===== config.mk =====
export PLATFORM = sky130hd
export DESIGN_NAME = fph_flash_dev_flat
export DESIGN_NICKNAME = d
export VERILOG_FILES = /design/src/fph_pkg.sv /design/src/fph_link_if.sv /design/src/fph_flash_dev.sv /design/src/flat_wrapper.sv
export SDC_FILE = /design/constraint.sdc
export NUM_CORES = 1
export LEC_CHECK = 0
export BUFFER_PORTS_ARGS = -buffer_cell sky130_fd_sc_hd__clkbuf_2
export CAP_MARGIN = 20
export CORE_MARGIN = 8
export CORE_UTILIZATION = 57
export CTS_CLUSTER_SIZE = 8
export DETAILED_ROUTE_END_ITERATION = 6
export PLACE_DENSITY = 0.82
export SLEW_MARGIN = 20
export SYNTH_ARGS = -nofsm -noshare
export SYNTH_HDL_FRONTEND = slang
export SYNTH_SLANG_ARGS = --single-unit

===== constraint.sdc =====
create_clock -name clock -period 2 [get_ports clock]
set_clock_uncertainty 0.2 [all_clocks]
set_input_delay 0.2 -clock clock [delete_from_list [all_inputs] [get_ports clock]]
set_output_delay 0.2 -clock clock [all_outputs]
set_load 0.03 [all_outputs]

===== src/fph_pkg.sv =====
// Purpose: shared constants and types for the power, pause and reset front end
// Assumes: 100 MHz system clock on both ends, SPI mode 0 framing
// Notes:   times are given in ns and turned into cycle counts here
package fph_pkg;

  // command and confirmation codes
  localparam logic [7:0] OP_ULTRA_SLEEP   = 8'h79;
  localparam logic [7:0] OP_STATUS2_WRITE = 8'h31;
  localparam logic [7:0] OP_SOFT_RESET    = 8'hf0;
  localparam logic [7:0] OP_RESET_CONFIRM = 8'hd0;
  localparam logic [7:0] OP_WRITE_ENABLE  = 8'h06;
  localparam logic [7:0] OP_NONE          = 8'h00;

  // position of the reset enable bit in status byte 2
  localparam int RST_EN_BIT = 4;

  // reset values of the status bits
  localparam logic LATCH_RESET  = 1'b0;
  localparam logic RST_EN_RESET = 1'b0;

  // times in ns
  localparam int CLK_PERIOD_NS  = 10;
  localparam int ENTRY_TIME_NS  = 3000;
  localparam int EXIT_TIME_NS   = 30000;
  localparam int SEL_LOW_MIN_NS = 20000;
  localparam int CS_HIGH_MIN_NS = 25;
  localparam int SCK_HALF_NS    = 80;

  typedef logic [11:0] fph_tmr_t;

  // device side: longest times round down
  localparam fph_tmr_t ENTRY_CYC_DEV = fph_tmr_t'(ENTRY_TIME_NS / CLK_PERIOD_NS);
  localparam fph_tmr_t EXIT_CYC_DEV  = fph_tmr_t'(EXIT_TIME_NS / CLK_PERIOD_NS);
  // host side: least times round up
  localparam fph_tmr_t EXIT_CYC_HOST =
    fph_tmr_t'((EXIT_TIME_NS + CLK_PERIOD_NS - 1) / CLK_PERIOD_NS);
  localparam fph_tmr_t SEL_LOW_CYC_HOST =
    fph_tmr_t'((SEL_LOW_MIN_NS + CLK_PERIOD_NS - 1) / CLK_PERIOD_NS);
  localparam fph_tmr_t CS_HIGH_CYC_HOST =
    fph_tmr_t'((CS_HIGH_MIN_NS + CLK_PERIOD_NS - 1) / CLK_PERIOD_NS);
  // timer counts down to zero, so one less than the half period
  localparam fph_tmr_t SCK_HALF_CYC = fph_tmr_t'(SCK_HALF_NS / CLK_PERIOD_NS - 1);

  typedef enum logic [1:0] {
    FPH_STANDBY,
    FPH_ENTERING,
    FPH_SLEEP,
    FPH_WAKING
  } fph_mode_t;

  typedef enum logic [2:0] {
    FPH_H_IDLE,
    FPH_H_LEAD,
    FPH_H_LOW,
    FPH_H_HIGH,
    FPH_H_TAIL,
    FPH_H_GAP
  } fph_host_st_t;

  // saturating down count shared by both ends
  function automatic fph_tmr_t fph_dec(input fph_tmr_t t);
    fph_dec = (t == '0) ? '0 : fph_tmr_t'(t - 12'h001);
  endfunction : fph_dec

endpackage : fph_pkg


===== src/fph_link_if.sv =====
// Purpose: serial link between host controller and flash front end
// Assumes: the bench resolves the data out wire from so_oe
// Notes:   no clocking block; both ends sample on their own clock
`timescale 1ns/1ns
interface fph_link_if;
  logic cs_n;
  logic sck;
  logic si;
  logic so;
  logic so_oe;
  logic hold_n;
  logic wp_n;

  modport dev (
    input  cs_n,
    input  sck,
    input  si,
    input  hold_n,
    input  wp_n,
    output so,
    output so_oe
  );

  modport host (
    output cs_n,
    output sck,
    output si,
    output hold_n,
    output wp_n,
    input  so,
    input  so_oe
  );
endinterface : fph_link_if


===== src/fph_flash_dev.sv =====
// Purpose: flash front end: ultra sleep entry and exit, pause, soft reset
// Assumes: SPI mode 0, all link pins sampled by two flops at 100 MHz
// Notes:   other commands are passed out as bytes on rx_byte/rx_valid
// Operation
// - ultra sleep ignores every command
// - 79h then select release enters ultra sleep
// - bits after 79h are discarded
// - partial 79h leaves device in standby
// - no ultra sleep while program busy
// - power up lands in standby
// - select toggle exits, dummy byte ignored
// - reselect before exit time drops command
// - early first bit wakes but drops command
// - power cycle restores all defaults
// - pause never stops program or erase
// - pause only with select, sck low
// - pause during sck high waits low
// - paused: output off, sck and si ignored
// - pause ends in sck low or on select release
// - release while paused aborts, clears latch
// - soft reset needs reset enable bit
// - F0h then D0h, later bytes ignored
// - soft reset ignores write enable latch
// - soft reset keeps enable bit, clears latch
// - partial or unaligned reset is ignored
// - soft reset returns engine to idle
`timescale 1ns/1ns
module fph_flash_dev
  import fph_pkg::*;
(
  input  wire logic   clock,
  input  wire logic   rst,
  fph_link_if.dev     link,
  input  wire logic   prog_busy,
  input  wire logic   op_done,
  input  wire logic   so_data,
  input  wire logic   so_en,
  output logic [7:0]  rx_byte,
  output logic        rx_valid,
  output logic        rx_first,
  output logic        write_enable_latch,
  output logic        reset_enable_bit,
  output logic        ultra_sleep,
  output logic        standby,
  output logic        paused,
  output logic        op_abort,
  output logic        wp_active
);

  typedef struct packed {
    logic [1:0] cs_s;
    logic [1:0] sck_s;
    logic [1:0] si_s;
    logic [1:0] hold_s;
    logic [1:0] wp_s;
    logic       cs_p;
    logic       sck_p;
    fph_mode_t  mode;
    fph_tmr_t   tmr;
    logic       drop;
    logic       paused;
    logic       conf_ok;
    logic [2:0] bit_cnt;
    logic [1:0] byte_cnt;
    logic [7:0] shift;
    logic [7:0] opcode;
    logic       latch;
    logic       rst_en;
    logic       abort;
    logic       rx_valid;
    logic       rx_first;
    logic       so;
  } fph_dev_state_t;

  fph_dev_state_t q;
  fph_dev_state_t d;

  logic       cs_lo;
  logic       cs_fall;
  logic       cs_rise;
  logic       sck_rise;
  logic       hold_on;
  logic [7:0] next_byte;

  // decoded link events, all from the second sync flop onward
  assign cs_lo     = !q.cs_s[1];
  assign cs_fall   = !q.cs_s[1] && q.cs_p;
  assign cs_rise   = q.cs_s[1] && !q.cs_p;
  assign sck_rise  = q.sck_s[1] && !q.sck_p;
  assign hold_on   = !q.hold_s[1];
  assign next_byte = {q.shift[6:0], q.si_s[1]};

  // next state
  always_comb begin
    d          = q;
    d.abort    = 1'b0;
    d.rx_valid = 1'b0;
    d.cs_s     = {q.cs_s[0], link.cs_n};
    d.sck_s    = {q.sck_s[0], link.sck};
    d.si_s     = {q.si_s[0], link.si};
    d.hold_s   = {q.hold_s[0], link.hold_n};
    d.wp_s     = {q.wp_s[0], link.wp_n};
    d.cs_p     = q.cs_s[1];
    d.sck_p    = q.sck_s[1];
    d.so       = so_data;
    d.tmr      = fph_dec(q.tmr);

    // engine finished; pause has no say over it
    // engine runs on
    if (op_done) begin
      d.latch = 1'b0;
    end

    // pause follows hold only while sck is low
    // select gated pause
    if (!cs_lo) begin
      d.paused = 1'b0;
    end else if (!q.sck_s[1]) begin
      d.paused = hold_on;
    end

    // power mode sequencing
    unique case (q.mode)
      FPH_STANDBY: begin
      end
      FPH_ENTERING: begin
        if (q.tmr == '0) begin
          d.mode = FPH_SLEEP;
        end
      end
      FPH_SLEEP: begin
        if (cs_fall) begin
          d.mode = FPH_WAKING;
          d.tmr  = EXIT_CYC_DEV;
        end
      end
      FPH_WAKING: begin
        if (cs_rise) begin
          d.tmr = EXIT_CYC_DEV;
        end else if (q.tmr == '0) begin
          d.mode = FPH_STANDBY;
        end
      end
    endcase

    // frame start; a reselect while not ready loses the frame
    if (cs_fall) begin
      d.bit_cnt  = '0;
      d.byte_cnt = '0;
      d.conf_ok  = 1'b0;
      d.opcode   = OP_NONE;
      d.drop     = (q.mode == FPH_WAKING) || (q.mode == FPH_ENTERING);
    end

    // shifting; sck is ignored while paused
    // inputs ignored
    if (cs_lo && sck_rise && !q.paused) begin
      if (q.mode == FPH_WAKING) begin
        d.drop = 1'b1;
      end else if (q.mode == FPH_STANDBY && !q.drop) begin
        d.shift   = next_byte;
        d.bit_cnt = q.bit_cnt + 3'd1;
        if (q.bit_cnt == 3'd7) begin
          d.rx_valid = 1'b1;
          d.rx_first = (q.byte_cnt == 2'd0);
          // saturate so trailing bytes cannot alias the first two
          if (q.byte_cnt != 2'd3) begin
            d.byte_cnt = q.byte_cnt + 2'd1;
          end
          if (q.byte_cnt == 2'd0) begin
            d.opcode = next_byte;
          end else if (q.byte_cnt == 2'd1) begin
            d.conf_ok = (q.opcode == OP_SOFT_RESET) && (next_byte == OP_RESET_CONFIRM);
            if (q.opcode == OP_STATUS2_WRITE) begin
              d.rst_en = next_byte[RST_EN_BIT];
            end
          end
        end
      end
    end

    // frame end actions
    if (cs_rise) begin
      d.drop = 1'b0;
      if (hold_on) begin
        d.abort = 1'b1;
        d.latch = 1'b0;
      end else if (q.mode == FPH_STANDBY && !q.drop) begin
        if (q.opcode == OP_ULTRA_SLEEP && q.byte_cnt != 2'h0 && !prog_busy) begin
          d.mode = FPH_ENTERING;
          d.tmr  = ENTRY_CYC_DEV;
        end else if (q.opcode == OP_SOFT_RESET && q.conf_ok && q.bit_cnt == 3'h0 &&
                     q.rst_en) begin
          d.abort = 1'b1;
          d.latch = LATCH_RESET;
        end else if (q.opcode == OP_WRITE_ENABLE && q.byte_cnt == 2'h1 &&
                     q.bit_cnt == 3'h0) begin
          d.latch = 1'b1;
        end
      end
    end
  end

  // state register; reset stands for a power cycle
  // standby defaults
  always_ff @(posedge clock or posedge rst) begin
    if (rst) begin
      q          <= '0;
      q.cs_s     <= 2'h3;
      q.cs_p     <= 1'b1;
      q.hold_s   <= 2'h3;
      q.wp_s     <= 2'h3;
      q.mode     <= FPH_STANDBY;
      q.opcode   <= OP_NONE;
      q.latch    <= LATCH_RESET;
      q.rst_en   <= RST_EN_RESET;
    end else begin
      q <= d;
    end
  end

  // output is released whenever paused, asleep or dropping
  // output off
  assign link.so_oe = cs_lo && !q.paused && q.mode == FPH_STANDBY && !q.drop && so_en;
  assign link.so    = q.so;

  assign rx_byte            = q.shift;
  assign rx_valid           = q.rx_valid;
  assign rx_first           = q.rx_first;
  assign write_enable_latch = q.latch;
  assign reset_enable_bit   = q.rst_en;
  assign ultra_sleep        = (q.mode == FPH_SLEEP);
  assign standby            = (q.mode == FPH_STANDBY);
  assign paused             = q.paused;
  assign op_abort           = q.abort;
  // protect pin stays live through a pause
  assign wp_active          = !q.wp_s[1];

endmodule : fph_flash_dev


===== src/flat_wrapper.sv =====
// flat-port wrapper written by rule: the top's interface ports become plain ports
module fph_flash_dev_flat import fph_pkg::*;
  (clock, rst, prog_busy, op_done, so_data, so_en, rx_byte, rx_valid, rx_first, write_enable_latch, reset_enable_bit, ultra_sleep, standby, paused, op_abort, wp_active, link_cs_n, link_sck, link_si, link_hold_n, link_wp_n, link_so, link_so_oe);
  fph_link_if link_i ();
  input  wire logic clock;
  input  wire logic rst;
  input  wire logic prog_busy;
  input  wire logic op_done;
  input  wire logic so_data;
  input  wire logic so_en;
  output logic [7:0] rx_byte;
  output logic rx_valid;
  output logic rx_first;
  output logic write_enable_latch;
  output logic reset_enable_bit;
  output logic ultra_sleep;
  output logic standby;
  output logic paused;
  output logic op_abort;
  output logic wp_active;
  input wire logic [$bits(link_i.cs_n)-1:0] link_cs_n;
  input wire logic [$bits(link_i.sck)-1:0] link_sck;
  input wire logic [$bits(link_i.si)-1:0] link_si;
  input wire logic [$bits(link_i.hold_n)-1:0] link_hold_n;
  input wire logic [$bits(link_i.wp_n)-1:0] link_wp_n;
  output wire logic [$bits(link_i.so)-1:0] link_so;
  output wire logic [$bits(link_i.so_oe)-1:0] link_so_oe;
  assign link_i.cs_n = link_cs_n;
  assign link_i.sck = link_sck;
  assign link_i.si = link_si;
  assign link_i.hold_n = link_hold_n;
  assign link_i.wp_n = link_wp_n;
  assign link_so = link_i.so;
  assign link_so_oe = link_i.so_oe;
  fph_flash_dev u_core (.clock(clock), .rst(rst), .link(link_i), .prog_busy(prog_busy), .op_done(op_done), .so_data(so_data), .so_en(so_en), .rx_byte(rx_byte), .rx_valid(rx_valid), .rx_first(rx_first), .write_enable_latch(write_enable_latch), .reset_enable_bit(reset_enable_bit), .ultra_sleep(ultra_sleep), .standby(standby), .paused(paused), .op_abort(op_abort), .wp_active(wp_active));
endmodule

==> impl_metrics.toml <==
[cells_and_area]
finish.cell_count_without_fillers = 337
insertedDiodeCount = 0
finish.instance_area_um2 = 2980
layout_commonest_cell = "sky130_fd_sc_hd__dfrtp_1"
synthToLayoutAreaGrowth_pct = 14.1
final_cell_mix = "49 x sky130_fd_sc_hd__dfrtp_1, 29 x sky130_fd_sc_hd__clkbuf_2, 19 x sky130_fd_sc_hd__inv_1, 19 x sky130_fd_sc_hd__o21ai_0, 19 x sky130_fd_sc_hd__nand2_1"
num-nets-final = 302
drive_gt1_share_pct = 23.5

[die]
die_height_um = 83.7
die_width_um = 83.7
std_cell_rows = 24
die_area_um2 = 7010
start_util_pct = 59.6
placeableCoreArea_um2 = 4380
boundaryPins = 30

[route]
vias = 1838
final_antenna_net_count = 0
post_drt_via_cell_ratio = 5.45
detail_route.first_pass.iterations = 4
routed_wirelength_mm = 4.81
detailedRoute.firstIterationViolations = 71
drt-wirelength-per-cell_um = 14.3
detail_route.drc_violations = 0

[worst_setup_path]
critPathRequiredTime_ns = 1.98
timing.critical_path.to_type = "register"
cp_max_fo = 5
cp.arrival_ns = 1.81
setup.worst_path.start_class = "register"
critPathKind = "reg2reg"

[yosys]
synth_seq_area_share_pct = 53.9
yosys_register_bits = 56
synth.net_count = 261
ys_async_sr_fraction_pct = 100
netlist.top_cell.by_area = "sky130_fd_sc_hd__dfrtp_1"
synthesis.instances = 243
synth_top_area_share_pct = 46.9
ys.flop_type = "sky130_fd_sc_hd__dfrtp_1"
synthesis.area_um2 = 2610
synthesis.yosys.warnings = 0
synth.distinct_cells = 48
synth-edff-count = 0
yosys-top-cells-area = "sky130_fd_sc_hd__dfrtp_1 47%, sky130_fd_sc_hd__dfstp_2 7.0%, sky130_fd_sc_hd__o21ai_0 3.6%, sky130_fd_sc_hd__ha_1 3.4%, sky130_fd_sc_hd__inv_1 2.9%"
synth.avg_cell_area_um2 = 10.8

[run]
cap_viol_max_count = 0

[sta]
worstMarginPinSlew_ns = 0.598
setup_tns_ns = 0
report.final.hold_viol_count = 0
final.period_utilization_pct = 91.8
slew_headroom_pct = 60.1
setup_viol_count_final = 0
final.min_clock_period_ns = 1.84
rsz0062_at_grt = "no"
achievable-frequency_mhz = 545
final-max-slew-violation-count = 0

[global_route]
track_usage_pct = 14.6
grt_max_degree = 31
grt_pass1_wl_mm = 8.48
first_global_vias = 1806
grt_overflow_total = 0
grt_antenna_before_repair = 0

[run_status]
run_status = "finished clean"

[clock_network]
root_buf_cell = "sky130_fd_sc_hd__clkbuf_8"
clk_transition_reported_paths_ns = 0.10
clock_latency_late_sink_ns = 0.31
tritoncts_clock_tree = "yes"
cts_made_buffers = 5
maximum_level_of_the_cts_h_tree = 2
maximum_buffer_depth_of_the_clock_tree = 2
numClockSinks = 56

[min_path]
worst_hold_path_class = "in2reg"

[placement]
buffer_ports.inserted = 29
dpl.cell_count = 317
postPlaceCellArea_um2 = 2760
place_congestion = 0.851
place.detailed.hpwl_mm = 3.48

[power_and_ir_drop]
p_leak_nw = 1.38
power.density_cell_area_nw_per_um2 = 669
max-vdd-ir-drop_mv = 0.579
[area by class of cell]
class	count	area, um^2
Sequential cell	56	1410
Inverter	20	75.1
Tap cell	52	65.1
Timing Repair Buffer	49	315
Fill cell	338	1400
Clock buffer	5	68.8
Clock inverter	3	47.5
Multi-Input combinational cell	152	1000
[flip-flops by register name (all words and copies together) (netlist names)]
signal                     count
u_core.rx_first                1
u_core.next_byte               1
u_core.op_abort                1
u_core.write_enable_latch      1
u_core.q                      33
u_core.rx_valid                1
u_core.link.so                 1
u_core.d                       7
u_core.reset_enable_bit        1
u_core.rx_byte                 8
u_core.paused                  1
[cell families after synthesis]
logic type               after synthesis  share of synthesized area (%)
multiplexers                           5                           1.91
AND/OR/NAND/NOR                       94                           22.5
adder cells (fa/ha/maj)                7                           3.35
flip-flops                            56                           53.9
XOR/XNOR                               7                           2.35
AO/OA/AOI/OAI                         39                           8.23
buffers and inverters                 35                           7.75
[worst max-delay path, cell delays in order (launching register included)]
cell and delay (ns):
sky130_fd_sc_hd__dfrtp_1 0.42, sky130_fd_sc_hd__inv_1 0.06, sky130_fd_sc_hd__ha_1 0.25, sky130_fd_sc_hd__nor4bb_1 0.28
sky130_fd_sc_hd__nand4_1 0.22, sky130_fd_sc_hd__nand2b_1 0.18, sky130_fd_sc_hd__o21ai_0 0.10
[per-layer routing]
metal / track usage [%] / vias to the layer above / wire (um)
met5: 0 / - / 0
met3: 4.59 / 5 / 251
met1: 17.9 / 887 / 2070
met2: 24.0 / 33 / 2430
li1: - / 913 / -
met4: 4.08 / 0 / 51
[report_power, final]
| part | total [W] | internal, W | switching (W) |
|---|---|---|---|
| registers | 0.00117 | 0.00115 | 0.0000151 |
| clock network | 0.000742 | 0.000377 | 0.000364 |
| logic | 0.0000856 | 0.0000368 | 0.0000488 |
| total | 0.00200 | 0.00157 | 0.000428 |
[what timing repair did]
item                                    in CTS  in global routing
hold buffers                                 8                  0
endpoints found under the setup margin       1                  5
hold endpoints to repair                    28                  0
resized for setup                            0                  0
pin swaps                                    1                  1
buffers inserted                             1                  3
[per-stage QoR]
stage	util (%)	setup slack (ns)	hold WS [ns]	total power, W
after floorplan	-	0.178	0.00448	0.00123
after global placement	62.9	0.211	0.0751	0.00126
after detailed placement	62.9	0.144	0.0889	0.00126
after CTS	67.5	0.124	0.110	0.00201
after global routing	68.0	0.0168	0.126	0.00208
final	68.0	0.164	0.108	0.00200
[cells in the mapped netlist (2+ instances only)]
master / count
sky130_fd_sc_hd__nor4bb_1: 3
sky130_fd_sc_hd__o31ai_1: 2
sky130_fd_sc_hd__buf_2: 2
sky130_fd_sc_hd__and3b_1: 2
sky130_fd_sc_hd__and4_1: 2
sky130_fd_sc_hd__nor4_1: 2
sky130_fd_sc_hd__nor2_1: 13
sky130_fd_sc_hd__nor2b_1: 3
sky130_fd_sc_hd__o21ai_0: 19
sky130_fd_sc_hd__nor3b_1: 2
sky130_fd_sc_hd__dfstp_2: 7
sky130_fd_sc_hd__nand2b_1: 3
sky130_fd_sc_hd__nand3_1: 15
sky130_fd_sc_hd__buf_4: 8
sky130_fd_sc_hd__dfrtp_1: 49
sky130_fd_sc_hd__o21ai_1: 9
sky130_fd_sc_hd__a21oi_1: 4
sky130_fd_sc_hd__buf_6: 3
sky130_fd_sc_hd__and2_1: 2
sky130_fd_sc_hd__mux2i_1: 5
sky130_fd_sc_hd__nand4_1: 7
sky130_fd_sc_hd__nand2_1: 19
sky130_fd_sc_hd__ha_1: 7
sky130_fd_sc_hd__nor3_1: 7
sky130_fd_sc_hd__xnor2_1: 2
sky130_fd_sc_hd__xor2_1: 5
sky130_fd_sc_hd__inv_1: 20
[worst paths after layout]
kind / end / cells after the start / from / slack, ns
worst max-delay path: u_core.q[34] / 6 / u_core.q[22] / 0.16
worst min-delay path: u_core.q[32] / 4 / prog_busy / 0.11
worst max register to register: u_core.q[34] / 6 / u_core.q[22] / 0.16
worst min register to register: u_core.q[49] / 0 / u_core.d[49] / 0.16
max in group asynchronous: u_core.rx_valid / 4 / rst / 0.68
min in group asynchronous: u_core.link.so / 3 / rst / 0.29
No activity file was read; power rests on OpenSTA's default activity.
